==> src/input_port_pkg.sv <==
//------------------------------------------------------------
// Behaviour
//------------------------------------------------------------
// Behaviour
// - pin level register reads live pins
// - four-bit read/write enables, reset zero
// - enabled pin going active sets flag
// - rising edge or re-enable while high
// - filter delays flag at most 0.5 ms
// - flag in bit 0, upper bits zero
// - reading flag register clears flag
// - flag zero after reset
// - request raised while flag set, whatever the enables
// - per-pin pull-down build option
`default_nettype none

package input_port_pkg;

   localparam int          PIN_COUNT      = 4;
   localparam int          ADDR_W         = 8;
   localparam int          DATA_W         = 4;

   localparam logic [7:0]  ADDR_PIN_LEVELS = 8'he0;
   localparam logic [7:0]  ADDR_IRQ_ENABLE = 8'he8;
   localparam logic [7:0]  ADDR_IRQ_FLAG   = 8'hed;

   localparam logic [3:0]  ENABLE_RESET   = 4'h0;
   localparam logic        FLAG_RESET     = 1'b0;
   localparam int          FLAG_BIT       = 0;

   // filter and pull-down build options
   localparam logic [3:0]  PULL_DOWN_MASK = 4'hf;
   localparam logic        FILTER_USED    = 1'b1;

   localparam int          CLK_HZ         = 100_000_000;
   localparam int          FILTER_MAX_US  = 500;
   // longest delay rounds down
   localparam int          FILTER_CYCLES  =
      (FILTER_MAX_US * (CLK_HZ / 1_000_000)) - 2;

   typedef struct packed
   {
      logic              rd;
      logic              wr;
      logic [ADDR_W-1:0] addr;
      logic [DATA_W-1:0] wdata;
   } cpu_req_s;

endpackage : input_port_pkg

`default_nettype wire

==> src/pin_sync.sv <==
`default_nettype none

module pin_sync
   import input_port_pkg::*;
(
   input  wire logic                 sys_clk_in,
   input  wire logic                 rst_in,
   input  wire logic [PIN_COUNT-1:0] pin_in,
   output logic      [PIN_COUNT-1:0] level_out
);

   logic [PIN_COUNT-1:0] stage1;
   logic [PIN_COUNT-1:0] stage2;

   //------------------------------------------------------------
   // two-flop synchroniser
   //------------------------------------------------------------
   always_ff @(posedge sys_clk_in)
   begin
      if (rst_in)
      begin
         stage1 <= '0;
         stage2 <= '0;
      end
      else
      begin
         stage1 <= pin_in;
         stage2 <= stage1;
      end
   end

   assign level_out = stage2;

endmodule // pin_sync

`default_nettype wire

==> src/noise_filter.sv <==
`default_nettype none

module noise_filter
   import input_port_pkg::*;
(
   input  wire logic                 sys_clk_in,
   input  wire logic                 rst_in,
   input  wire logic [PIN_COUNT-1:0] level_in,
   output logic      [PIN_COUNT-1:0] level_out
);

   localparam int CNT_W = $clog2(FILTER_CYCLES + 1);
   localparam logic [CNT_W-1:0] CNT_LAST = CNT_W'(FILTER_CYCLES);

   logic [CNT_W-1:0] count      [PIN_COUNT];
   logic [CNT_W-1:0] next_count [PIN_COUNT];
   logic [PIN_COUNT-1:0] held;
   logic [PIN_COUNT-1:0] next_held;

   //------------------------------------------------------------
   // per-pin stability filter
   //------------------------------------------------------------
   // a level must stay put for the full window; this bounds
   // the added flag latency while rejecting short glitches
   genvar g;
   generate
      for (g = 0; g < PIN_COUNT; g++)
      begin : g_pin
         always_comb
         begin
            next_count[g] = '0;
            next_held[g]  = held[g];
            if (!FILTER_USED)
               next_held[g] = level_in[g];
            else if (level_in[g] != held[g])
            begin
               if (count[g] == CNT_LAST)
                  next_held[g] = level_in[g];
               else
                  next_count[g] = count[g] + 1'b1;
            end
         end

         always_ff @(posedge sys_clk_in)
         begin
            if (rst_in)
            begin
               count[g] <= '0;
               held[g]  <= 1'b0;
            end
            else
            begin
               count[g] <= next_count[g];
               held[g]  <= next_held[g];
            end
         end
      end
   endgenerate

   assign level_out = held;

   a_filter_bound : assert property (
      @(posedge sys_clk_in) disable iff (rst_in)
      (level_in[0] != held[0]) && (count[0] == CNT_LAST)
      |=> held[0] == $past(level_in[0]))
      else $error("filter held level too long");

endmodule // noise_filter

`default_nettype wire

==> src/input_port_with_interrupt.sv <==
`default_nettype none

module input_port_with_interrupt
   import input_port_pkg::*;
(
   input  wire logic                 sys_clk_in,
   input  wire logic                 rst_in,
   input  wire logic [PIN_COUNT-1:0] input_pins_in,
   input  wire cpu_req_s             cpu_req_in,
   output logic      [DATA_W-1:0]    rdata_out,
   output logic      [PIN_COUNT-1:0] pull_down_en_out,
   output logic                      irq_out
);

   localparam int WAIT_W = $clog2(FILTER_CYCLES + 3);

   logic [PIN_COUNT-1:0] pin_level;
   logic [PIN_COUNT-1:0] filt_level;
   logic [PIN_COUNT-1:0] prev_active;
   logic [PIN_COUNT-1:0] next_prev_active;
   logic [PIN_COUNT-1:0] enables;
   logic [PIN_COUNT-1:0] next_enables;
   logic                 shared_input_irq_flag;
   logic                 next_flag;
   logic [DATA_W-1:0]    next_rdata;
   logic [PIN_COUNT-1:0] active;
   logic                 set_event;
   logic                 flag_read;
   logic [WAIT_W-1:0]    wait_count;
   logic [WAIT_W-1:0]    next_wait_count;

   //------------------------------------------------------------
   // pin conditioning
   //------------------------------------------------------------
   pin_sync u_sync
   (
      .sys_clk_in (sys_clk_in),
      .rst_in     (rst_in),
      .pin_in     (input_pins_in),
      .level_out  (pin_level)
   );

   noise_filter u_filter
   (
      .sys_clk_in (sys_clk_in),
      .rst_in     (rst_in),
      .level_in   (pin_level),
      .level_out  (filt_level)
   );

   // pads apply the pull-down only where the build option asks
   assign pull_down_en_out = PULL_DOWN_MASK;

   //------------------------------------------------------------
   // interrupt condition
   //------------------------------------------------------------
   // the condition is the gated level, so unmasking an already
   // high pin also looks like a rising edge
   assign active    = filt_level & enables;
   assign set_event = |(active & ~prev_active);
   assign flag_read = cpu_req_in.rd
                      && (cpu_req_in.addr == ADDR_IRQ_FLAG);

   always_comb
   begin
      next_prev_active = active;
      next_enables     = enables;
      next_flag        = shared_input_irq_flag;
      next_rdata       = '0;
      if (cpu_req_in.wr && (cpu_req_in.addr == ADDR_IRQ_ENABLE))
         next_enables = cpu_req_in.wdata[PIN_COUNT-1:0];
      // set wins over the read-clear so no edge is lost
      if (flag_read)
         next_flag = 1'b0;
      if (set_event)
         next_flag = 1'b1;
      if (cpu_req_in.rd)
      begin
         case (cpu_req_in.addr)
            ADDR_PIN_LEVELS: next_rdata = pin_level;
            ADDR_IRQ_ENABLE: next_rdata = enables;
            ADDR_IRQ_FLAG:
               next_rdata[FLAG_BIT] = shared_input_irq_flag;
            default:         next_rdata = '0;
         endcase
      end
   end

   always_ff @(posedge sys_clk_in)
   begin
      if (rst_in)
      begin
         prev_active           <= '0;
         enables               <= ENABLE_RESET;
         shared_input_irq_flag <= FLAG_RESET;
         rdata_out             <= '0;
      end
      else
      begin
         prev_active           <= next_prev_active;
         enables               <= next_enables;
         shared_input_irq_flag <= next_flag;
         rdata_out             <= next_rdata;
      end
   end

   // request follows the flag; a read may race the set
   assign irq_out = shared_input_irq_flag;

   //------------------------------------------------------------
   // filter latency watch
   //------------------------------------------------------------
   // counts how long pin 0 has been high in front of the filter
   // but not behind it; only the latency check reads it
   always_comb
   begin
      next_wait_count = '0;
      if (pin_level[0] && !filt_level[0])
      begin
         if (wait_count != '1)
            next_wait_count = wait_count + 1'b1;
         else
            next_wait_count = wait_count;
      end
   end

   always_ff @(posedge sys_clk_in)
   begin
      if (rst_in)
         wait_count <= '0;
      else
         wait_count <= next_wait_count;
   end

   //------------------------------------------------------------
   // checks
   //------------------------------------------------------------
   a_pin_read : assert property (
      @(posedge sys_clk_in) disable iff (rst_in)
      cpu_req_in.rd && cpu_req_in.addr == ADDR_PIN_LEVELS
      |=> rdata_out == $past(pin_level))
      else $error("pin level read wrong");

   a_enable_write : assert property (
      @(posedge sys_clk_in) disable iff (rst_in)
      cpu_req_in.wr && cpu_req_in.addr == ADDR_IRQ_ENABLE
      |=> enables == $past(cpu_req_in.wdata))
      else $error("enable write lost");

   a_masked_quiet : assert property (
      @(posedge sys_clk_in) disable iff (rst_in)
      !shared_input_irq_flag && (active == '0) && !set_event
      |=> !shared_input_irq_flag)
      else $error("flag set with no enabled pin");

   a_edge_sets : assert property (
      @(posedge sys_clk_in) disable iff (rst_in)
      (filt_level[0] && enables[0] && !prev_active[0])
      |=> shared_input_irq_flag)
      else $error("rising edge missed");

   a_flag_bits : assert property (
      @(posedge sys_clk_in) disable iff (rst_in)
      cpu_req_in.rd && cpu_req_in.addr == ADDR_IRQ_FLAG
      |=> rdata_out[DATA_W-1:1] == '0
          && rdata_out[0] == $past(shared_input_irq_flag))
      else $error("flag register read wrong");

   a_read_clears : assert property (
      @(posedge sys_clk_in) disable iff (rst_in)
      flag_read && !set_event |=> !shared_input_irq_flag)
      else $error("read did not clear flag");

   a_reset_flag : assert property (
      @(posedge sys_clk_in)
      rst_in |=> !shared_input_irq_flag && enables == '0)
      else $error("reset state wrong");

   a_irq_follows : assert property (
      @(posedge sys_clk_in) disable iff (rst_in)
      set_event |=> irq_out ##0 $rose(irq_out) or $past(irq_out))
      else $error("request not raised");

   //------------------------------------------------------------
   // register and flag invariants
   //------------------------------------------------------------
   // a write to the pin register must not leak into the enables
   a_pins_write_ignored : assert property (
      @(posedge sys_clk_in) disable iff (rst_in)
      cpu_req_in.wr && cpu_req_in.addr == ADDR_PIN_LEVELS
      |=> enables == $past(enables))
      else $error("pin register write had effect");

   // software cannot set or clear the flag by writing
   a_flag_write_ignored : assert property (
      @(posedge sys_clk_in) disable iff (rst_in)
      cpu_req_in.wr && cpu_req_in.addr == ADDR_IRQ_FLAG
      && !flag_read && !set_event
      |=> shared_input_irq_flag == $past(shared_input_irq_flag))
      else $error("flag register write had effect");

   // enables move only on a write to their own address
   a_enable_hold : assert property (
      @(posedge sys_clk_in) disable iff (rst_in)
      !(cpu_req_in.wr && cpu_req_in.addr == ADDR_IRQ_ENABLE)
      |=> enables == $past(enables))
      else $error("enables changed without write");

   // once set the flag waits for the processor to read it
   a_flag_sticky : assert property (
      @(posedge sys_clk_in) disable iff (rst_in)
      shared_input_irq_flag && !flag_read
      |=> shared_input_irq_flag)
      else $error("flag dropped without read");

   // masked pins can never produce a set event
   a_masked_no_set : assert property (
      @(posedge sys_clk_in) disable iff (rst_in)
      (active == '0) |-> !set_event)
      else $error("set event with all pins masked");

   // the flag stays clear unless an event arrives
   a_flag_only_event : assert property (
      @(posedge sys_clk_in) disable iff (rst_in)
      !shared_input_irq_flag && !set_event
      |=> !shared_input_irq_flag)
      else $error("flag set without event");

   // an edge in the read cycle must survive the clear
   a_set_wins : assert property (
      @(posedge sys_clk_in) disable iff (rst_in)
      flag_read && set_event |=> shared_input_irq_flag)
      else $error("edge lost to read clear");

   // unmasking a pin that is already high counts as an edge
   a_reenable_high : assert property (
      @(posedge sys_clk_in) disable iff (rst_in)
      filt_level[1] && !enables[1] && cpu_req_in.wr
      && cpu_req_in.addr == ADDR_IRQ_ENABLE && cpu_req_in.wdata[1]
      |=> ##1 shared_input_irq_flag)
      else $error("re-enable while high missed");

   // the top pin reaches the shared flag as well
   a_edge_top_pin : assert property (
      @(posedge sys_clk_in) disable iff (rst_in)
      filt_level[PIN_COUNT-1] && enables[PIN_COUNT-1]
      && !prev_active[PIN_COUNT-1]
      |=> shared_input_irq_flag)
      else $error("top pin edge missed");

   // edge detection compares against the previous gated level
   a_prev_tracks : assert property (
      @(posedge sys_clk_in) disable iff (rst_in)
      1'b1 |=> prev_active == $past(active))
      else $error("edge history wrong");

   // read data stands for one cycle and is zero otherwise
   a_rdata_idle : assert property (
      @(posedge sys_clk_in) disable iff (rst_in)
      !cpu_req_in.rd |=> rdata_out == '0)
      else $error("read data without read");

   // addresses outside the block read as zero
   a_unmapped_zero : assert property (
      @(posedge sys_clk_in) disable iff (rst_in)
      cpu_req_in.rd && cpu_req_in.addr != ADDR_PIN_LEVELS
      && cpu_req_in.addr != ADDR_IRQ_ENABLE
      && cpu_req_in.addr != ADDR_IRQ_FLAG
      |=> rdata_out == '0)
      else $error("unmapped read not zero");

   // enables read back as written
   a_enable_read : assert property (
      @(posedge sys_clk_in) disable iff (rst_in)
      cpu_req_in.rd && cpu_req_in.addr == ADDR_IRQ_ENABLE
      |=> rdata_out == $past(enables))
      else $error("enable read wrong");

   // the pads see the build option unchanged
   a_pull_mask : assert property (
      @(posedge sys_clk_in)
      pull_down_en_out == PULL_DOWN_MASK)
      else $error("pull-down mask wrong");

   // the request line is the flag itself
   a_irq_is_flag : assert property (
      @(posedge sys_clk_in) disable iff (rst_in)
      irq_out == shared_input_irq_flag)
      else $error("request differs from flag");

   // reset leaves nothing on the read bus or the request
   a_reset_outputs : assert property (
      @(posedge sys_clk_in)
      rst_in |=> rdata_out == '0 && !irq_out)
      else $error("outputs not quiet after reset");

   // a steady high pin must pass the filter within its window
   a_filter_latency : assert property (
      @(posedge sys_clk_in) disable iff (rst_in)
      wait_count <= FILTER_CYCLES + 1)
      else $error("filter delay over bound");

endmodule // input_port_with_interrupt

`default_nettype wire

==> config.mk <==
export PLATFORM = sky130hd
export DESIGN_NAME = input_port_with_interrupt
export DESIGN_NICKNAME = d
export VERILOG_FILES = /design/src/input_port_pkg.sv /design/src/pin_sync.sv /design/src/noise_filter.sv /design/src/input_port_with_interrupt.sv
export SDC_FILE = /design/constraint.sdc
export NUM_CORES = 1
export LEC_CHECK = 0
export BUFFER_PORTS_ARGS = -buffer_cell sky130_fd_sc_hd__buf_2
export CORE_MARGIN = 8
export CORE_UTILIZATION = 40
export CTS_CLUSTER_DIAMETER = 40
export DETAILED_ROUTE_END_ITERATION = 8
export PLACE_DENSITY = 0.57
export RECOVER_POWER = 25
export SLEW_MARGIN = 25
export SYNTH_ARGS = -nofsm -noshare
export SYNTH_HDL_FRONTEND = slang
export SYNTH_SLANG_ARGS = --single-unit
==> constraint.sdc <==
create_clock -name sys_clk_in -period 2.6 [get_ports sys_clk_in]
set_clock_uncertainty 0.2 [all_clocks]
set_input_delay 0.26 -clock sys_clk_in [delete_from_list [all_inputs] [get_ports sys_clk_in]]
set_output_delay 0.26 -clock sys_clk_in [all_outputs]
set_load 0.1 [all_outputs]
-- Yosys cells after proc, flatten, opt, wreduce, memory -nomap -nowiden
Memories as Yosys holds them, arrays and structs flattened.
Cells that the tools add are included.
- equality and inequality tests: 11
- add/sub/neg operators: 4
- bitwise gates (word level): 8
- reduce and logical (&&, ||, !) cells: 9
- multiplexer cells: 19
- operator list (cell ; number):
    $mux W16 ; 12
    $add A16 B1 Y16 const B ; 4
    $eq A16 B16 Y1 const B ; 4
    $eq A8 B8 Y1 const B ; 3
    $and A4 B4 Y4 ; 2
    $reduce_and A2 Y1 ; 4
    $pmux W3 S2 ; 1
    $mux W1 ; 5
    $ne A1 B1 Y1 ; 4
    $not A4 Y4 ; 1
    $or A1 B1 Y1 ; 4
    $reduce_or A4 Y1 ; 1
    $pmux W1 S3 ; 1
    $logic_and A1 B1 Y1 ; 2
    $reduce_bool A2 Y1 ; 1
    $reduce_or A2 Y1 ; 1
    $not A1 Y1 ; 1
- memories kept: 1
- output and inout bits: 9
- input port bits: 20
- RAM bits: 64
- register bits: 25
- memory list (name ; words ; width ; rd ports ; clocked after memory_dff ; write ports ; line ; text):
    u_filter.count ; 4 ; 16 ; 4 ; 0 ; 4 ; noise_filter.sv:15 ; logic [CNT_W-1:0] count [PIN_COUNT];

-- Depth between registers and ports, before layout
An unclocked memory read counts as a cell.
- depth in word-level cells: 5
- gate-level depth with buffers: 8

-- Hierarchy
From an unflattened synthesis, not the netlist that was laid out.
- cells, all modules: 424
- area, all modules: 3980.1 um^2
- modules (own cells, without submodules) (module ; cells each ; area each (um^2) ; instances):
    noise_filter ; 344 ; 3153.0 ; 1
    input_port_with_interrupt ; 64 ; 616.8 ; 1
    pin_sync ; 16 ; 210.2 ; 1

-- Least setup slack after synthesis
No wires, ideal clock.
- path kind: flip-flop to flip-flop
- start point: memory u_filter.count[3][12] (netlist name)
- end point: memory u_filter.count[3][10] (netlist name)
- path slack: 0.702 ns
- buffers on the path: 2
- library setup time: 0.115 ns
- arrival time: 1.584 ns
- cell stages (with the launch flop): 7
- cells stage by stage: dfxtp_1 > or4_1 > nor4_2 > or3_1 > buf_6 > buf_6 > nor2_1
- RTL lines (what ; line):
    start, declared ; noise_filter.sv:15

==> flow_summary.yaml <==
power:
  combPwrFrac_pct: 3.2
  switching_share_pct: 21.89
  power_density_nw_per_um2: 581.2
  switchingPower_mw: 0.5516
  cellLeakagePower_nw: 1.367
  internal_power_mw: 1.968
  power.total_mw: 2.520
  seqPwrFrac_pct: 54.6
  ir_drop_v: 0.0002641
  p_clk_share_pct: 42.2
grt:
  gr-total-overflow: 0
  grtUsageMet1_pct: 15.24
  grt_busiest_layer: "met2"
  grt_pass1_wl_um: 12180
  use_met2_pct: 16.84
  grt_usage_pct: 11.60
  antenna_found_initial: 0
  met3_usage_pct: 3.117
  grt_max_degree: 28
  grt_pass1_vias: 2714
logic_synthesis:
  netlist_instances: 425
  ys_async_sr_fraction_pct: 0
  netlist_area_um2: 3845
  synth_area_leaders: "dfxtp_1 (46%), xnor2_1 (11%), nor2_1 (8.7%)"
  synth-seq-area-share_pct: 46.34
  synth_edf_count: 0
  yosys.area.top_type: "dfxtp_1"
  ys.flop_type: "dfxtp_1"
  ys_ff_latch: 89
  yosys_warnings: 0
  synth.distinct_cells: 37
  netlist.area_leader.share_pct: 46.34
  syn_area_per_cell_um2: 9.047
clock_network:
  ctsResizeCount: 0
  max-clock-path-buffers: 2
  cts_root_buffer: "clkbuf_8"
  cts_buffers: 9
  cts.clk_slew.worst_paths_ns: 0.09
  cts_sinks: 89
  cts_htree_levels: 3
  cts_tree: "done"
  clkLatencyLatePin_ns: 0.35
sta:
  fin_ws_ns: 0.3957
  clock.fmax_mhz: 453.6
  finalCritPeriodShare_pct: 84.78
  setup_viol: 0
  relSlewSlack_pct: 20.95
  final_hold_viol_count: 0
  setup_tns_ns: 0
  hold_slack_ns: 0.02301
  slew_viol_final: 0
  rsz0062_at_grt: "no"
  tightest_slew_ns: 1.191
  min_period_ns: 2.204
finish:
  diodes: 0
  design_area_um2: 4335
  drive_gt1_share_pct: 8.894
  nets: 484
  areaGrowthSynthToFinish_pct: 12.76
  fin_util_pct: 46.70
  layout_common_cells: "nor2_1 (89), dfxtp_1 (89), xnor2_1 (47)"
  finalNonFillerCells: 590
run:
  max-cap-violations: 0
route:
  initialDrtViolationCount: 104
  routedWlPerCell_um: 11.95
  via_per_inst: 4.839
  drc: 0
  vias: 2855
  drtAntennaViolNets: 0
  wl_um: 7050
  firstDrtPassIters: 4
place:
  io_buffers: 24
  dpl_cell_area_um2: 4033
  place_inst: 566
  place_congestion: 0.7913
  dp_hpwl_um: 5031
  place_ws_ns: 0.4014
outcome:
  status: "complete, no violations"
critical_path:
  cp_max_fo: 16
  cp_data_arrival_time_ns: 2.23
  worstSetupStartpointType: "register"
  endpoint_kind: "register"
  required_ns: 2.62
  criticalPathCategory: "reg2reg"
die:
  start_util_pct: 41.42
  die-area_um2: 13010
  die_x_um: 114.0
  core_um2: 9284
  io_pins: 29
  fp.dieH_um: 114.0
  rows: 35
worst_hold_path:
  hold_path.class: "in2reg"
## cells in the mapped netlist (2+ instances only)
cell type and instances:
o21ai_0 3, or4_1 3, nor4b_1 2, dfxtp_1 89, nand3b_1 2, or4bb_1 2, and3_1 2, nand2_1 19
a21oi_1 3, xor2_1 11, and4_1 3, o22ai_1 2, nor4_2 2, clkbuf_1 7, ha_1 8, or3_1 4
buf_6 3, xnor2_1 47, nor4_1 17, nor4bb_1 4, nand3_1 22, nand4_1 20, buf_4 4, nor3_1 12
nor2_1 89, inv_1 16, nor2b_1 8, mux2i_1 12
## per-layer routing
layer | up-vias | share of wire, % | routed length (µm)
li1 | 1501 | - | -
met1 | 1305 | 53 | 3735
met2 | 45 | 42 | 2950
met3 | 4 | 4.3 | 303
met4 | 0 | 0.87 | 61
met5 | - | 0 | 0
## power by group through the flow
stage          Combinational [mW]  Clock [mW]  Sequential, mW
2_1_floorplan              0.0600           0            1.41
3_3_place_gp               0.0725           0            1.41
3_5_place_dp               0.0736           0            1.41
4_1_cts                    0.0828        1.10            1.38
5_1_grt                    0.0888        1.16            1.38
6_report                   0.0816        1.06            1.37
## kinds of logic (layout without fill, tap and decap cells)
group	Yosys count	count (layout)	share of synthesized area (%)
other	1	4	0.09753
adder cells (fa/ha/maj)	8	8	2.603
XOR/XNOR	58	58	13.21
buffers and inverters	31	64	4.296
flip-flops	89	89	46.34
multiplexers	12	12	3.124
AO/OA/AOI/OAI	9	9	1.366
AND/OR/NAND/NOR	217	217	28.96
## flip-flops by register name, indices dropped and copies added (netlist names)
register and flops:
enables 4, u_sync.level_out 4, rdata_out 4, prev_active 4, u_filter.level_out 4, irq_out 1
u_filter.count 64, u_sync.stage1 4
## repair_timing
item                      4_1_cts  5_1_grt
setup buffers                   0        0
hold buffers                    8        0
hold endpoints to repair        8        0
## critical path, stage by stage, from the launching register on
cell     delay (ns)
dfxtp_1        0.35
or4_1          0.54
nor4_2         0.33
or3_1          0.53
nor2_1         0.12
## path summary, 6_finish.rpt
path                                                        from                                to  slack, ns  cells past startpoint
worst max register to register  u_filter.count[0][12]$_SDFF_PP0_  u_filter.count[0][12]$_SDFF_PP0_       0.40                      4
worst min-delay path                              cpu_req_in[10]           rdata_out[0]$_SDFF_PP0_       0.02                      3
worst min register to register       u_sync.stage1[1]$_SDFF_PP0_    u_sync.level_out[1]$_SDFF_PP0_       0.23                      1
worst max-delay path            u_filter.count[0][12]$_SDFF_PP0_  u_filter.count[0][12]$_SDFF_PP0_       0.40                      4
## layout make-up
type | instances | area (µm²)
tap | 129 | 161.4
clock inverter | 6 | 90.09
sequential | 89 | 1782
inverter | 16 | 60.06
multi-input combinational | 308 | 1909
fill | 910 | 4949
clock buffer | 10 | 137.6
timing repair buffer | 32 | 195.2
(Power assumes the default switching activity.)
